[config.mk]
export PLATFORM = sky130hd
export DESIGN_NAME = scan_tap
export DESIGN_NICKNAME = d
export VERILOG_FILES = /design/src/tap_pkg.sv /design/src/scan_tap.sv
export SDC_FILE = /design/constraint.sdc
export NUM_CORES = 1
export LEC_CHECK = 0
export BUFFER_PORTS_ARGS = -buffer_cell sky130_fd_sc_hd__clkbuf_2
export CAP_MARGIN = 20
export CELL_PAD_IN_SITES_DETAIL_PLACEMENT = 0
export CELL_PAD_IN_SITES_GLOBAL_PLACEMENT = 2
export CORE_MARGIN = 10
export CORE_UTILIZATION = 41
export CTS_CLUSTER_DIAMETER = 120
export CTS_CLUSTER_SIZE = 24
export DETAILED_ROUTE_END_ITERATION = 7
export HOLD_SLACK_MARGIN = 0.08
export PLACE_DENSITY_LB_ADDON = 0.1
export SYNTH_ARGS = -nofsm -noshare
export SYNTH_HDL_FRONTEND = slang
export SYNTH_SLANG_ARGS = --single-unit
[constraint.sdc]
create_clock -name sys_clk_in -period 5.2 [get_ports sys_clk_in]
set_clock_uncertainty 0.2 [all_clocks]
set_input_delay 0.26 -clock sys_clk_in [delete_from_list [all_inputs] [get_ports sys_clk_in]]
set_output_delay 0.26 -clock sys_clk_in [all_outputs]
set_load 0.01 [all_outputs]
[src/tap_pkg.sv]
/*
  Constants and types for the boundary-scan test access port of a burst memory.
  Assumes a single system clock that oversamples the test clock.
*/
package tap_pkg;

  localparam int           IR_W          = 3;
  localparam logic [2:0]   IR_CAPTURE    = 3'h1;
  localparam logic [2:0]   OP_EXTEST     = 3'h0;
  localparam logic [2:0]   OP_IDCODE     = 3'h1;
  localparam logic [2:0]   OP_SAMPLE_Z   = 3'h2;
  localparam logic [2:0]   OP_RSVD_A     = 3'h3;
  localparam logic [2:0]   OP_SAMPLE     = 3'h4;
  localparam logic [2:0]   OP_PRIVATE    = 3'h5;
  localparam logic [2:0]   OP_RSVD_B     = 3'h6;
  localparam logic [2:0]   OP_BYPASS     = 3'h7;
  localparam int           ID_W          = 32;
  // Arbitrary identification value; only bit 0 (presence marker) is meaningful.
  localparam logic [31:0]  ID_VALUE      = 32'h0000_0001;
  localparam int           BSR_W         = 8;
  localparam int           PIN_W         = 6;
  localparam logic [1:0]   BSR_DEFAULT   = 2'h3;

  typedef enum logic [15:0] {
    ST_RESET    = 16'h0001,
    ST_IDLE     = 16'h0002,
    ST_SEL_DR   = 16'h0004,
    ST_CAP_DR   = 16'h0008,
    ST_SHIFT_DR = 16'h0010,
    ST_EXIT1_DR = 16'h0020,
    ST_PAUSE_DR = 16'h0040,
    ST_EXIT2_DR = 16'h0080,
    ST_UPD_DR   = 16'h0100,
    ST_SEL_IR   = 16'h0200,
    ST_CAP_IR   = 16'h0400,
    ST_SHIFT_IR = 16'h0800,
    ST_EXIT1_IR = 16'h1000,
    ST_PAUSE_IR = 16'h2000,
    ST_EXIT2_IR = 16'h4000,
    ST_UPD_IR   = 16'h8000
  } tap_state_t;

endpackage : tap_pkg

[src/scan_tap.sv]
/*
  Test access port: state machine, instruction register, bypass, identity and
  boundary-scan registers, output forcing. The test clock is sampled by the
  system clock, which must run several times faster than it.
*/
`timescale 1ns/1ps
`default_nettype none

// Notes on behaviour
// - Identity instruction captures 32-bit fixed value.
// - Identity register shifts out bit zero first.
// - Capture-IR loads 01 into low bits.
// - Shift-IR places instruction register on path.
// - New instruction acts only at Update-IR.
// - Code 111 selects the bypass bit.
// - Code 100 samples pins into boundary register.
// - Pinless cells capture their fixed default.
// - Code 000 selects external test with boundary register.
// - External test never blocks input pins.
// - External test drives outputs on update falling edge.
// - External test captures pins on rising edge.
// - Reset and power-up select identity instruction.
// - Code 010 floats outputs, selects boundary register.
// - Codes 011 and 110 act as bypass.
// - Sampling instruction shifts boundary register in Shift-DR.
// - Instruction register is three bits wide.
// - Bypass register is one flip-flop.
// - Five high mode-select edges reach reset state.
// - Inputs sampled rising, data out changes falling.
module scan_tap
  import tap_pkg::*;
(
  input  wire logic             sys_clk_in,
  input  wire logic             rst_n_in,
  input  wire logic             tck_in,
  input  wire logic             tms_in,
  input  wire logic             tdi_in,
  input  wire logic [PIN_W-1:0] pin_level_in,
  input  wire logic [PIN_W-1:0] core_out_in,
  output logic                  tdo_out,
  output logic                  tdo_oe_n_out,
  output logic [PIN_W-1:0]      pin_out,
  output logic                  pin_oe_n_out,
  output logic                  core_follows_pins_out
);

  logic [2:0]         tck_sync_r;
  logic [1:0]         tms_sync_r;
  logic [1:0]         tdi_sync_r;
  logic [PIN_W-1:0]   pin_meta_r;
  logic [PIN_W-1:0]   pin_sync_r;
  logic               rise;
  logic               fall;
  logic               tms_s;
  logic               tdi_s;
  tap_state_t         state_r;
  tap_state_t         state_nxt;
  logic               reset_st;
  logic               cap_dr_st;
  logic               shift_dr_st;
  logic               upd_dr_st;
  logic               cap_ir_st;
  logic               shift_ir_st;
  logic               upd_ir_st;
  logic               enter_reset;
  logic [IR_W-1:0]    ir_shift_r;
  logic [IR_W-1:0]    ir_r;
  logic               bypass_r;
  logic [ID_W-1:0]    id_r;
  logic [BSR_W-1:0]   bsr_r;
  logic [PIN_W-1:0]   upd_r;
  logic               tdo_r;
  logic               tdo_oe_n_r;
  logic               ext_drive;
  logic               sel_bsr;
  logic               sel_id;
  logic               sel_bypass;
  logic               dr_bit;
  logic               serial_bit;
  logic [BSR_W-1:0]   bsr_capture;

  // The first stage of each synchroniser feeds only its second stage.
  always_ff @(posedge sys_clk_in or negedge rst_n_in)
  begin
    if (!rst_n_in)
    begin
      tck_sync_r <= 3'h0;
      tms_sync_r <= 2'h3;
      tdi_sync_r <= 2'h3;
    end
    else
    begin
      tck_sync_r <= {tck_sync_r[1:0], tck_in};
      tms_sync_r <= {tms_sync_r[0], tms_in};
      tdi_sync_r <= {tdi_sync_r[0], tdi_in};
    end
  end

  // Pin levels pass the same two stages as the test clock, so a capture sees
  // them as they stood when the rising edge reached the pin.
  always_ff @(posedge sys_clk_in or negedge rst_n_in)
  begin
    if (!rst_n_in)
    begin
      pin_meta_r <= '0;
      pin_sync_r <= '0;
    end
    else
    begin
      pin_meta_r <= pin_level_in;
      pin_sync_r <= pin_meta_r;
    end
  end

  // Mode select and data are taken at the same depth as the clock they ride on.
  assign tms_s = tms_sync_r[1];
  assign tdi_s = tdi_sync_r[1];
  // Each test clock edge gives a pulse of one system clock. A half period
  // shorter than one system clock can be missed altogether.
  assign rise  = tck_sync_r[1] & ~tck_sync_r[2];
  assign fall  = ~tck_sync_r[1] & tck_sync_r[2];

  // Instruction decode; unlisted codes fall back on the bypass bit.
  function automatic logic uses_bsr(input logic [IR_W-1:0] op);
    case (op)
      OP_EXTEST:   uses_bsr = 1'b1;
      OP_SAMPLE_Z: uses_bsr = 1'b1;
      OP_SAMPLE:   uses_bsr = 1'b1;
      default:     uses_bsr = 1'b0;
    endcase
  endfunction : uses_bsr

  // The active instruction alone picks the data register; a code still being
  // shifted in has no say until it is updated.
  assign sel_bsr    = uses_bsr(ir_r);
  assign sel_id     = (ir_r == OP_IDCODE);
  assign sel_bypass = ~sel_bsr & ~sel_id;

  // State decodes shared by the register processes below.
  assign reset_st    = (state_r == ST_RESET);
  assign cap_dr_st   = (state_r == ST_CAP_DR);
  assign shift_dr_st = (state_r == ST_SHIFT_DR);
  assign upd_dr_st   = (state_r == ST_UPD_DR);
  assign cap_ir_st   = (state_r == ST_CAP_IR);
  assign shift_ir_st = (state_r == ST_SHIFT_IR);
  assign upd_ir_st   = (state_r == ST_UPD_IR);
  assign enter_reset = rise & (state_nxt == ST_RESET);

  // Serial path: the instruction register in Shift-IR, else the data register.
  assign dr_bit     = sel_bsr ? bsr_r[0] :
                      sel_id  ? id_r[0] : bypass_r;
  assign serial_bit = shift_ir_st ? ir_shift_r[0] : dr_bit;

  // Pinless cells sit in the top bits and always capture their default.
  assign bsr_capture = {BSR_DEFAULT, pin_sync_r};

  // Sixteen-state controller; five rising edges with mode select high reach
  // Test-Logic-Reset from any state, which stands in for a reset pin.
  always_comb
  begin
    state_nxt = ST_RESET;
    case (state_r)
      ST_RESET:    state_nxt = tms_s ? ST_RESET : ST_IDLE;
      ST_IDLE:     state_nxt = tms_s ? ST_SEL_DR : ST_IDLE;
      ST_SEL_DR:   state_nxt = tms_s ? ST_SEL_IR : ST_CAP_DR;
      ST_CAP_DR:   state_nxt = tms_s ? ST_EXIT1_DR : ST_SHIFT_DR;
      ST_SHIFT_DR: state_nxt = tms_s ? ST_EXIT1_DR : ST_SHIFT_DR;
      ST_EXIT1_DR: state_nxt = tms_s ? ST_UPD_DR : ST_PAUSE_DR;
      ST_PAUSE_DR: state_nxt = tms_s ? ST_EXIT2_DR : ST_PAUSE_DR;
      ST_EXIT2_DR: state_nxt = tms_s ? ST_UPD_DR : ST_SHIFT_DR;
      ST_UPD_DR:   state_nxt = tms_s ? ST_SEL_DR : ST_IDLE;
      ST_SEL_IR:   state_nxt = tms_s ? ST_RESET : ST_CAP_IR;
      ST_CAP_IR:   state_nxt = tms_s ? ST_EXIT1_IR : ST_SHIFT_IR;
      ST_SHIFT_IR: state_nxt = tms_s ? ST_EXIT1_IR : ST_SHIFT_IR;
      ST_EXIT1_IR: state_nxt = tms_s ? ST_UPD_IR : ST_PAUSE_IR;
      ST_PAUSE_IR: state_nxt = tms_s ? ST_EXIT2_IR : ST_PAUSE_IR;
      ST_EXIT2_IR: state_nxt = tms_s ? ST_UPD_IR : ST_SHIFT_IR;
      ST_UPD_IR:   state_nxt = tms_s ? ST_SEL_DR : ST_IDLE;
      default:     state_nxt = ST_RESET;
    endcase
  end

  // Controller state advances on each rising edge of the test clock.
  always_ff @(posedge sys_clk_in or negedge rst_n_in)
  begin
    if (!rst_n_in)
    begin
      state_r <= ST_RESET;
    end
    else if (rise)
    begin
      state_r <= state_nxt;
    end
  end

  // Instruction shift stage: captures the fixed pattern, then shifts in from
  // the top towards the serial output.
  always_ff @(posedge sys_clk_in or negedge rst_n_in)
  begin
    if (!rst_n_in)
    begin
      ir_shift_r <= OP_IDCODE;
    end
    else if (rise)
    begin
      if (cap_ir_st)
      begin
        ir_shift_r <= IR_CAPTURE;
      end
      else if (shift_ir_st)
      begin
        ir_shift_r <= {tdi_s, ir_shift_r[IR_W-1:1]};
      end
    end
  end

  // Active instruction. It changes on the falling edge in Update-IR, so that
  // selection and pin drive switch together, and it goes back to the identity
  // code on the rising edge that enters Test-Logic-Reset.
  always_ff @(posedge sys_clk_in or negedge rst_n_in)
  begin
    if (!rst_n_in)
    begin
      ir_r <= OP_IDCODE;
    end
    else if (enter_reset)
    begin
      ir_r <= OP_IDCODE;
    end
    else if (fall && upd_ir_st)
    begin
      ir_r <= ir_shift_r;
    end
  end

  // Bypass bit: cleared on capture, then one stage of delay while shifting.
  always_ff @(posedge sys_clk_in or negedge rst_n_in)
  begin
    if (!rst_n_in)
      bypass_r <= 1'b0;
    else if (rise && cap_dr_st)
      bypass_r <= 1'b0;
    else if (rise && shift_dr_st && sel_bypass)
      bypass_r <= tdi_s;
  end

  // Identity register: loads the fixed value, shifts out bit zero first.
  always_ff @(posedge sys_clk_in or negedge rst_n_in)
  begin
    if (!rst_n_in)
      id_r <= '0;
    else if (rise && cap_dr_st && sel_id)
      id_r <= ID_VALUE;
    else if (rise && shift_dr_st && sel_id)
      id_r <= {tdi_s, id_r[ID_W-1:1]};
  end

  // Boundary register: pins and defaults in parallel, then serial. The pins
  // themselves are never blocked, so the core keeps following them.
  always_ff @(posedge sys_clk_in or negedge rst_n_in)
  begin
    if (!rst_n_in)
      bsr_r <= '0;
    else if (rise && cap_dr_st && sel_bsr)
      bsr_r <= bsr_capture;
    else if (rise && shift_dr_st && sel_bsr)
      bsr_r <= {tdi_s, bsr_r[BSR_W-1:1]};
  end

  // Serial output and its enable move only on falling edges.
  always_ff @(posedge sys_clk_in or negedge rst_n_in)
  begin
    if (!rst_n_in)
    begin
      tdo_r      <= 1'b0;
      tdo_oe_n_r <= 1'b1;
    end
    else if (fall)
    begin
      tdo_r      <= serial_bit;
      tdo_oe_n_r <= ~(shift_dr_st | shift_ir_st);
    end
  end

  // Update latch for the pin drivers; it also takes a preload under the
  // sampling codes, so external test can start from a known pattern.
  always_ff @(posedge sys_clk_in or negedge rst_n_in)
  begin
    if (!rst_n_in)
      upd_r <= '0;
    else if (fall && upd_dr_st && sel_bsr)
      upd_r <= bsr_r[PIN_W-1:0];
  end

  // Test drive follows the active instruction, which changes on the falling edge
  // in Update-IR and on the rising edge into Test-Logic-Reset, so the pins switch over on those edges.
  assign ext_drive = (ir_r == OP_EXTEST);

  assign tdo_out               = tdo_r;
  assign tdo_oe_n_out          = tdo_oe_n_r;
  // Outside external test the core's own data passes straight through.
  assign pin_out               = ext_drive ? upd_r : core_out_in;
  // The pad ring floats every memory output while this enable is high.
  assign pin_oe_n_out          = (ir_r == OP_SAMPLE_Z);
  assign core_follows_pins_out = 1'b1;

endmodule : scan_tap

`default_nettype wire

# Word level (Yosys, flattened, before mapping)
# Cells that the tools add are included.
[totals]
regBits = 90
elab_cells = 93
[op_classes]
eq_ne = 20
muxes = 28
n_bitwise = 10
reduce_logical = 21
[op_table]
columns = ["operator", "count"]
rows = [
  ["one-hot mux 16 bit (12 select lines)", 1],
  ["2-to-1 mux 32 bit", 2],
  ["equality test 16 x 1 -> 1 bit (second input constant)", 2],
  ["2-to-1 mux 16 bit", 2],
  ["2-to-1 mux 8 bit", 3],
  ["2-to-1 mux 9 bit", 2],
  ["equality test 16 x 10 -> 1 bit (second input constant)", 1],
  ["equality test 16 x 11 -> 1 bit (second input constant)", 1],
  ["equality test 16 x 12 -> 1 bit (second input constant)", 1],
  ["equality test 16 x 13 -> 1 bit (second input constant)", 1],
  ["equality test 16 x 14 -> 1 bit (second input constant)", 1],
  ["equality test 16 x 15 -> 1 bit (second input constant)", 1],
  ["equality test 16 bit (second input constant)", 1],
  ["equality test 16 x 2 -> 1 bit (second input constant)", 1],
  ["equality test 16 x 3 -> 1 bit (second input constant)", 1],
  ["equality test 16 x 4 -> 1 bit (second input constant)", 1],
  ["equality test 16 x 5 -> 1 bit (second input constant)", 1],
  ["equality test 16 x 6 -> 1 bit (second input constant)", 1],
  ["equality test 16 x 7 -> 1 bit (second input constant)", 1],
  ["equality test 16 x 8 -> 1 bit (second input constant)", 1],
  ["equality test 16 x 9 -> 1 bit (second input constant)", 1],
  ["2-to-1 mux 15 bit", 1],
  ["2-to-1 mux 3 bit", 5],
  ["2-to-1 mux 13 bit", 1],
  ["17 further kinds", 45],
]

# Depth between registers and ports, before layout
# Gate-level depths: netlist of the first run.
[logic_depth]
depth_word = 8
mapped_depth = 8
ltp_nobuf = 5

# Worst setup path before layout of the first run
# OpenSTA, ideal clock, no wires.
[synth_timing]
path_kind = "register to register"
start = "reg state_r[13]"
end = "reg ir_shift_r[1]"
arrival_time_ns = 2.456
required_ns = 4.879
setup_slack_ns = 2.423
stages_incl_launch_ff = 8
path_buffers = 2
period_less_slack_ns = 2.777
path_cell_list = "dfrtp_1 > buf_6 > or4_1 > buf_2 > or4_4 > or3_4 > or2_1 > a22o_1"
[synth_between]
elab_chain_cells = 3
word_cells_on_any_way = 5
classes_between = "2 x eq/ne; 1 x mux; 2 x reduce/logical"
[synth_lines]
columns = ["item", "line_no", "rtl"]
rows = [
  ["from (decl)", "scan_tap.sv:56", "tap_state_t state_r;"],
  ["from (signal assigned)", "scan_tap.sv:192", "state_r <= state_nxt;"],
  ["equality test 16 x 11 -> 1 bit / equality test 16 x 12 -> 1 bit (equally long branches)", "scan_tap.sv:144, scan_tap.sv:145", ""],
  ["nonzero test 2 bit (no line)", "--", ""],
  ["AND reduction 2 bit (no line)", "--", ""],
  ["to (signal assigned)", "scan_tap.sv:212", "ir_shift_r <= {tdi_s, ir_shift_r[IR_W-1:1]};"],
  ["to (decl)", "scan_tap.sv:66", "logic [IR_W-1:0] ir_shift_r;"],
]
# Several ways; a longest one is shown, not always the timed one.
# A chain may end at the register's enable or synchronous reset.

# Worst setup path after layout of the first run
[layout_timing]
start = "reg state_r[13]"
end = "reg bsr_r[7]"
[layout_between]
elab_chain_cells = 4
word_cells_on_any_way = 8
classes_between = "2 x eq/ne; 1 x mux; 5 x reduce/logical"
[layout_lines]
columns = ["item", "line_no", "rtl"]
rows = [
  ["equality test 16 x 4 -> 1 bit / equality test 16 x 5 -> 1 bit (equally long branches)", "scan_tap.sv:141, scan_tap.sv:142", ""],
  ["logical AND 1 bit, on equally long branches (2 in a row)", "scan_tap.sv:264, scan_tap.sv:266", ""],
  ["2-to-1 mux 8 bit / nonzero test 2 bit (equally long branches)", "--", ""],
  ["to (signal assigned)", "scan_tap.sv:265", "bsr_r <= bsr_capture;"],
  ["to (signal assigned)", "scan_tap.sv:267", "bsr_r <= {tdi_s, bsr_r[BSR_W-1:1]};"],
  ["to (decl)", "scan_tap.sv:70", "logic [BSR_W-1:0] bsr_r;"],
]
# Several ways; a longest one is shown, not always the timed one.

==> metrics.txt, run 1 <==
status=finished clean; area delta synth->final=12.24%; CTS root buf=clkbuf_8; fin crit period=between 3 and 4 ns; final net count=450; Pre-antenna DRT Iters=4; final hold violations=0; post-detailed-route count of antenna-violating nets=0; Cells after Synth=416; syn_nets=about 430; gp weighted congestion=between 0.8 and 0.9; Least-Margin Pin Slew=about 1.0 ns; clk buf depth=2; All-Layer GR Usage=0.1266; initial antenna violation count=0; YS warnings=0; Die Span X=119.5 um; FMAX=between 0.3 and 0.4 GHz; unique cell type count in the Yosys netlist=49; Synth async-reset ratio=1.000; DP HPWL=5644 um; kind of critical path=reg -> reg; worst ir drop on vdd=~0.11 mV; Worst-Skew Late Latency=about 0.36 ns; Resized cells post-CTS=0; delay-heaviest family, CP=simple AND/OR/NAND/NOR gates; FF+latch count, synth=90; buffers and inverters on the worst path=0; RSZ-0062 raised after global routing=no; Slew Viols, Final=0; row cnt=36; slowest stage cell, crit path=nor4_1; CP max FO=16; worst hold path type=reg -> reg; Die Area=around 14000 um^2; cells on worst reg2reg path=5; count of final setup violators=0; cell taking the most area after synthesis=dfrtp_1; Routed WL=approximately 8700 um; Post-synth EDFFs=0; pin count of the biggest net entering global routing=80; Cell Area, Synth=between 4000 and 5000 um^2; hold buffer count at cts=11; Post-CTS Setup Inserts=0; largest cells by area after synthesis=dfrtp_1 51%, nand2_1 8.2%, dfstp_2 5.2%, mux2_2 3.9%, o21ai_1 3.7%; DR vias/cell=slightly above 5; setup TNS=0 ns; vias after detailed routing=2904; Max-cap violations=0; CTS tree=built; # diodes=0; Slew HR=0.3017; Wirelength per Cell=~15 um; number of H-tree levels=3; Crit path arrival time=3.14 ns; Pwr Density=299.0 nW/um^2; vias in the first global route=2889; IO Port Bufs=25; Largest stage delay, worst path=slightly above 0.7 ns; total power=around 1400 uW; fin crit share=0.6010; dpl cell area=around 4200 um^2; Top FF cell, synth=dfrtp_1; top-area cell type share of the netlist area=0.5057; Lkg Pwr=a little under 0.002 uW; Placed Instances=approximately 540; first-pass GRT wire length=14660 um; Hold Path Depth=0; clock transition at the registers of the reported paths=~0.1 ns; finished layout cell area=4554 um^2; Crit path required time=~5.2 ns; Overflow after GRT=0; CP Launch Type=flip-flop; Sink Count=90; share of cells above drive strength 1=0.1712; Die Ht=119.5 um; CORE AREA=slightly below 10000 um^2; final std cells w/o fill=~570; starting DRC count in detailed routing=between 150 and 200; DRC=0; Starting Density=0.4171; Worst Setup End Kind=flip-flop; Post-Synthesis Mean Instance Area=9.754 um^2; Critical Path Stages=5; TritonCTS buffer count=9; sequential share of the synthesized area=0.5575; worst path cell trace=or4_1, nor4_1, o211ai_1, nor3_1, a21oi_1; Top Ports=27
==> final cells by class <==
type	instances	area (um^2)
multi-input cells	284	1620
inverters	6	22.52
well taps	133	166.4
clock buffers	9	123.9
flip-flops and latches	90	2262
repair buffers	42	282.8
fillers	962	5175
clock inverters	7	76.32
==> layout by cell type, fill, tap and decap left out, types with 11 or more instances in the layout <==
master	synthesis	routed
clkbuf_2	0	24
dfrtp_1	82	82
dlygate4sd3_1	0	11
mux2_2	14	14
nand2_1	89	89
nor2_1	16	16
nor3_1	11	11
nor4_1	11	11
o21ai_0	21	21
o21ai_1	30	30
==> state kept, by name (all words and copies together) (netlist names), 6 cells and up <==
signal,flops
state_r,16
id_r,32
pin_sync_r,6
upd_r,6
pin_meta_r,6
bsr_r,8
==> worst register-to-register path, cell delays in order (launching register included) <==
cell and delay [ns]:
dfrtp_1 0.47, or4_1 0.70, nor4_1 0.72, o211ai_1 0.54
nor3_1 0.28, a21oi_1 0.06
==> path summary, 6_finish.rpt <==
check / startpoint / endpoint / slack, ns
max: state_r[13] / bsr_r[7] / 2.08
min: pin_meta_r[4] / pin_sync_r[4] / 0.15
max reg2reg: state_r[13] / bsr_r[7] / 2.08
min reg2reg: pin_meta_r[4] / pin_sync_r[4] / 0.15
max in group asynchronous: rst_n_in / id_r[11] / 3.60
min in group asynchronous: rst_n_in / tms_sync_r[0] / 0.22
==> stage by stage <==
step / hold slack (ns) / setup slack (ns) / util
2_1_floorplan: -0.2356 / 2.423 / -
3_3_place_gp: -0.08952 / 2.201 / 0.4362
3_5_place_dp: -0.08879 / 2.086 / 0.4362
4_1_cts: 0.1585 / 2.058 / 0.4681
5_1_grt: 0.1560 / 1.891 / 0.4681
6_report: 0.1528 / 2.075 / 0.4681
==> synth_stat cells (5+ instances only) <==
cell type,n
mux2i_1,7
nor4_1,11
clkbuf_1,28
a21oi_1,10
or4_1,6
nand2_1,89
mux2_2,14
nor2_1,16
nand2b_1,6
buf_2,5
dfstp_2,8
o21ai_0,21
o31ai_1,5
nor3_1,11
o21ai_1,30
nand3_1,8
inv_1,6
dfrtp_1,82
==> cells by family after synthesis <==
group           count (synthesis)  share of synthesized area
simple gates                  171                     0.2066
flops                          90                     0.5575
compound gates                 83                     0.1181
buf+inv                        42                    0.04317
mux                            21                    0.05612
xor+xnor                        7                    0.01511
fa+ha+maj                       1                   0.002467
other cells                     1                  0.0009242
==> where the power goes <==
group          leakage, uW  switching [uW]  internal, uW
registers          0.00119            19.9           720
clock network     0.000102             263           227
logic             0.000640            78.1          53.6
total              0.00193             361          1000
==> layer usage <==
metal  vias up  global-route usage  wire, um
li1       1471                   -         -
met5         -                   0         0
met2        44              0.1970      4002
met4         0             0.05505       136
met3        11             0.03118       332
met1      1378              0.1639      4195
(Power assumes the default switching activity.)
==> run 2, diff against run 1 <==
Settings changed: CORE_UTILIZATION 41 to 39.
Clock period 5.2 ns to 3.05 ns, I/O delays scaled along.
==> run 2 against run 1 <==
  * Final area grew 3.1%
  * Highest routed layer unchanged
  * Combinational power grew 87%
  * Cell count grew 3.3%
  * Critical path depth is the same
  * First-iteration DRC count grew 23%
  * Total power grew 70%
  * Critical path type unchanged
  * Utilization shrank 0.93 points
  * Flip-flop and latch count is the same
==> metrics.txt, run 2 (synthesized netlist as in run 1, its figures left out) <==
final hold violations=0; dpl cell area=approximately 4400 um^2; RSZ-0062 raised after global routing=no; worst hold path type=in -> async; final hold slack=roughly 0.14 ns; Worst Setup End Kind=flip-flop; FMAX=approximately 0.36 GHz; setup TNS=0 ns; Reg with most FFs=id_r; Die Area=approximately 15000 um^2; gp weighted congestion=0.8540; clk buf depth=2; Crit path required time=slightly above 3 ns; Pre-antenna DRT Iters=4; Max-cap violations=0; Resized cells post-CTS=0; row cnt=37; buffers and inverters on the worst path=0; Pwr Density=492.3 nW/um^2; Final Util=0.4588; count of final setup violators=0; kind of critical path=reg -> reg; Least-Margin Pin Slew=0.7123 ns; DR vias/cell=5.102; commonest non-fill, non-tap cell in the layout=nand2_1; All-Layer GR Usage=0.1243; Regs by FF count=id_r (32), state_r (16), bsr_r (8); Slew HR=0.5215; Largest stage delay, worst path=approximately 0.66 ns; Sink Count=90; Post-CTS Setup Inserts=0; first-pass GRT wire length=roughly 15000 um; worst path cell trace=or4_1, or4_4, or3_4, or2_1, a22o_1; number of H-tree levels=3; Die Span X=around 120 um; area delta synth->final=15.70%; CTS tree=built; CP Launch Type=flip-flop; vias in the first global route=about 2900; Lkg Pwr=0.002023 uW; Wirelength per Cell=14.87 um; # diodes=0; fin crit period=around 2.8 ns; TritonCTS buffer count=9; CP max FO=7; Crit path arrival time=2.87 ns; Routed WL=around 8800 um; delay-heaviest family, CP=simple AND/OR/NAND/NOR gates; hold buffer count at cts=10; Slew Viols, Final=0; share of cells above drive strength 1=0.2026; post-detailed-route count of antenna-violating nets=0; vias after detailed routing=3010; DRC=0; fin crit share=0.9204; slowest stage cell, crit path=or4_1; DP HPWL=between 5000 and 6000 um; CORE AREA=a little over 10000 um^2; finished layout cell area=approximately 4700 um^2; pin count of the biggest net entering global routing=65; Overflow after GRT=0; Die Ht=between 100 and 150 um; Worst-Skew Late Latency=0.36 ns; Top Ports=27; CTS root buf=clkbuf_8; starting DRC count in detailed routing=between 200 and 250; final net count=approximately 470; clock transition at the registers of the reported paths=approximately 0.1 ns; initial antenna violation count=0; max reg flops=32; IO Port Bufs=25; most frequent cells in the layout=89 x nand2_1, 82 x dfrtp_1, 30 x o21ai_1; filler cell count=1012; status=finished clean; Starting Density=0.3966; worst ir drop on vdd=0.2260 mV
-- run 2: changes by cell type in the layout (fill, tap and decap cells not counted) --
cell	before	now
clkinv_4	0	2
clkinv_8	0	1
dlygate4sd3_1	11	10
buf_4	7	22
buf_12	0	2
bufinv_16	1	0
clkinv_2	2	0
-- run 2: layout make-up --
type / instances / area [um^2] / share of cell area
tap: 136 / 170.2 / 0.03625
timing repair buffer: 58 / 425.4 / 0.09062
multi-input combinational: 284 / 1620 / 0.3451
inverter: 6 / 22.52 / 0.004797
clock inverter: 7 / 70.07 / 0.01493
clock buffer: 9 / 123.9 / 0.02639
sequential: 90 / 2262 / 0.4819
-- run 2: path summary, 6_finish.rpt --
| path | start | cells after the start | endpoint | slack, ns |
|---|---|---|---|---|
| min reg2reg | pin_meta_r[4] | 0 | pin_sync_r[4] | 0.16 |
| min | rst_n_in | 2 | state_r[10] | 0.14 |
| max | state_r[4] | 5 | ir_shift_r[1] | 0.24 |
| max reg2reg | state_r[4] | 5 | ir_shift_r[1] | 0.24 |
| max in group asynchronous | rst_n_in | 3 | tdi_sync_r[1] | 1.80 |
| min in group sys_clk_in | pin_meta_r[4] | 0 | pin_sync_r[4] | 0.16 |
-- run 2: per-stage QoR --
stage / instances / setup slack [ns] / total power (uW)
6_report: 590 / 0.2428 / 2311
2_1_floorplan: 416 / 0.2734 / 1414
5_1_grt: 590 / 0.1748 / 2430
3_3_place_gp: 564 / 0.2799 / 1525
4_1_cts: 590 / 0.2434 / 2350
3_5_place_dp: 564 / 0.2428 / 1522
-- run 2: per-layer routing --
layer | wire, um | vias up | track usage
met5 | 0 | - | 0
met4 | 155 | 0 | 0.05067
met3 | 240 | 13 | 0.02683
met2 | 4184 | 36 | 0.1938
met1 | 4196 | 1457 | 0.1640
li1 | - | 1504 | -
-- run 2: report_power, final --
group | internal [uW] | switching (uW)
Clock | 318 | 486
Sequential | 1230 | 32.7
Combinational | 108 | 139
-- run 2: worst reg2reg max path: cells and delay by family (launching register included) --
family / cells / cell delay, ns
and+or+nand+nor: 4 / 1.84
DFF: 1 / 0.45
AOI/OAI and AO/OA: 1 / 0.24
==> run 3, diff against run 2 <==
Settings changed: CORE_MARGIN 10 to 3.
==> run 3 against run 2 <==
  * Clock power grew 22%
  * First-iteration DRC count down 51%
  * Total power rose by 7.4%
  * Largest power group unchanged
  * Global-route usage grew 3.6 points
  * Maximum frequency up 1.5%
==> metrics.txt, run 3 (synthesized netlist as in run 1, its figures left out) <==
status=finished clean; worst ir drop on vdd=roughly 0.35 mV; first-pass GRT wire length=14620 um; pin count of the biggest net entering global routing=65; DP HPWL=between 5000 and 6000 um; Max-cap violations=0; Routed WL=8495 um; Worst Setup End Kind=flip-flop; CORE AREA=~10000 um^2; Pwr Density=527.9 nW/um^2; vias after detailed routing=roughly 3000; count of final setup violators=0; clock transition at the registers of the reported paths=roughly 0.09 ns; most frequent cells in the layout=89 x nand2_1, 82 x dfrtp_1, 30 x o21ai_1; max reg flops=32; RSZ-0062 raised after global routing=no; row cnt=36; share of cells above drive strength 1=0.1929; worst path cell trace=or4_1, buf_4, or4_1, nor2_4, mux2i_1, o21ai_0; Crit path required time=3.06 ns; delay-heaviest family, CP=simple AND/OR/NAND/NOR gates; end of the worst register-to-register path=bsr_r[1]; post-detailed-route count of antenna-violating nets=0; Post-CTS Setup Inserts=0; DRC=0; CP dominant cell by count=or4_1; Regs by FF count=id_r (32), state_r (16), bsr_r (8); CTS tree=built; HP Start=tck_sync_r[0]; cells on worst reg2reg path=6; final net count=463; Reg with most FFs=id_r; FF-to-FF Start=state_r[13]; clk buf depth=2; Die Area=between 10000 and 15000 um^2; Lkg Pwr=0.002015 uW; finished layout cell area=approximately 4700 um^2; CTS root buf=clkbuf_8; Slew HR=0.3633; initial antenna violation count=0; TritonCTS buffer count=9; DR vias/cell=between 5 and 6; IO Port Bufs=25; Pre-antenna DRT Iters=4; All-Layer GR Usage=0.1605; # diodes=0; Critical Path Stages=6; gp weighted congestion=a little under 0.9; total power=2481 uW; fin crit share=0.9065; Wirelength per Cell=about 15 um; Hold Path Depth=0; CP max FO=9; hold endpoint=tck_sync_r[1]; setup TNS=0 ns; FMAX=0.3617 GHz; CP Launch Type=flip-flop; Sink Count=90; commonest non-fill, non-tap cell in the layout=nand2_1; slowest stage cell, crit path=or4_1; Crit path arrival time=between 2 and 3 ns; vias in the first global route=2863; Worst-Skew Late Latency=about 0.37 ns; fin crit period=between 2 and 3 ns; area delta synth->final=15.82%; Die Ht=roughly 110 um; Die Span X=around 110 um; Least-Margin Pin Slew=between 0.9 and 1 ns; Top Ports=27; internal reg-to-reg setup slack=0.29 ns; kind of critical path=reg -> reg; Starting Density=0.4076; Slew Viols, Final=0; Overflow after GRT=0; dpl cell area=approximately 4400 um^2; buffers and inverters on the worst path=1; final hold violations=0; number of H-tree levels=3; worst hold path type=reg -> reg; starting DRC count in detailed routing=approximately 120; Largest stage delay, worst path=0.59 ns
run 3: cell count changes in the layout (fill, tap and decap cells not counted), sizes merged:
cell	before	now
clkbuf	33	34
clkinvlp	1	2
bufinv	0	3
inv	9	7
clkinv	3	0
buf	24	21
run 3: per-layer routing:
metal,global-route usage,up-vias,wire (um)
li1,-,1496,-
met1,0.2344,1403,4244
met2,0.2345,47,3782
met3,0.03881,11,352
met4,0.05410,0,115
met5,0,-,0
run 3: final cells by class:
cell class	count	area, um^2
fill	973	5255
clock buffer	10	127.6
tap	133	166.4
multi-input combinational	284	1620
clock inverter	6	113.9
timing repair buffer	55	386.6
sequential	90	2262
inverter	6	22.52
run 3: how the worst max path moves through the flow:
| stage | to | startpoint |
|---|---|---|
| floorplan | ir_shift_r[1] | state_r[13] |
| global placement | ir_shift_r[1] | state_r[13] |
| detailed placement | bsr_r[1] | state_r[13] |
| CTS | bsr_r[2] | state_r[13] |
| global route | bsr_r[7] | state_r[12] |
| finish | bsr_r[1] | state_r[13] |
run 3: per-stage QoR:
step	setup WS (ns)	std cells	hold WS, ns	utilization
after CTS	0.2625	584	0.1509	0.4721
after global placement	0.3320	557	0.04244	0.4374
after floorplan	0.2734	416	-0.3431	-
final	0.2851	584	0.1526	0.4721
after detailed placement	0.2836	558	0.04412	0.4378
after global routing	0.04449	584	0.1535	0.4721
run 3: report_power, final:
part | internal (uW) | leakage, uW | switching [uW]
Sequential | 1230 | 0.00119 | 34.8
Combinational | 105 | 0.000710 | 135
Clock | 547 | 0.000113 | 432
Total | 1880 | 0.00202 | 602
run 3: repair_timing:
item,CTS,global route
resized for setup,0,0
endpoints found under the hold margin,64,0
setup endpoints to repair,0,0
hold buffers,10,0
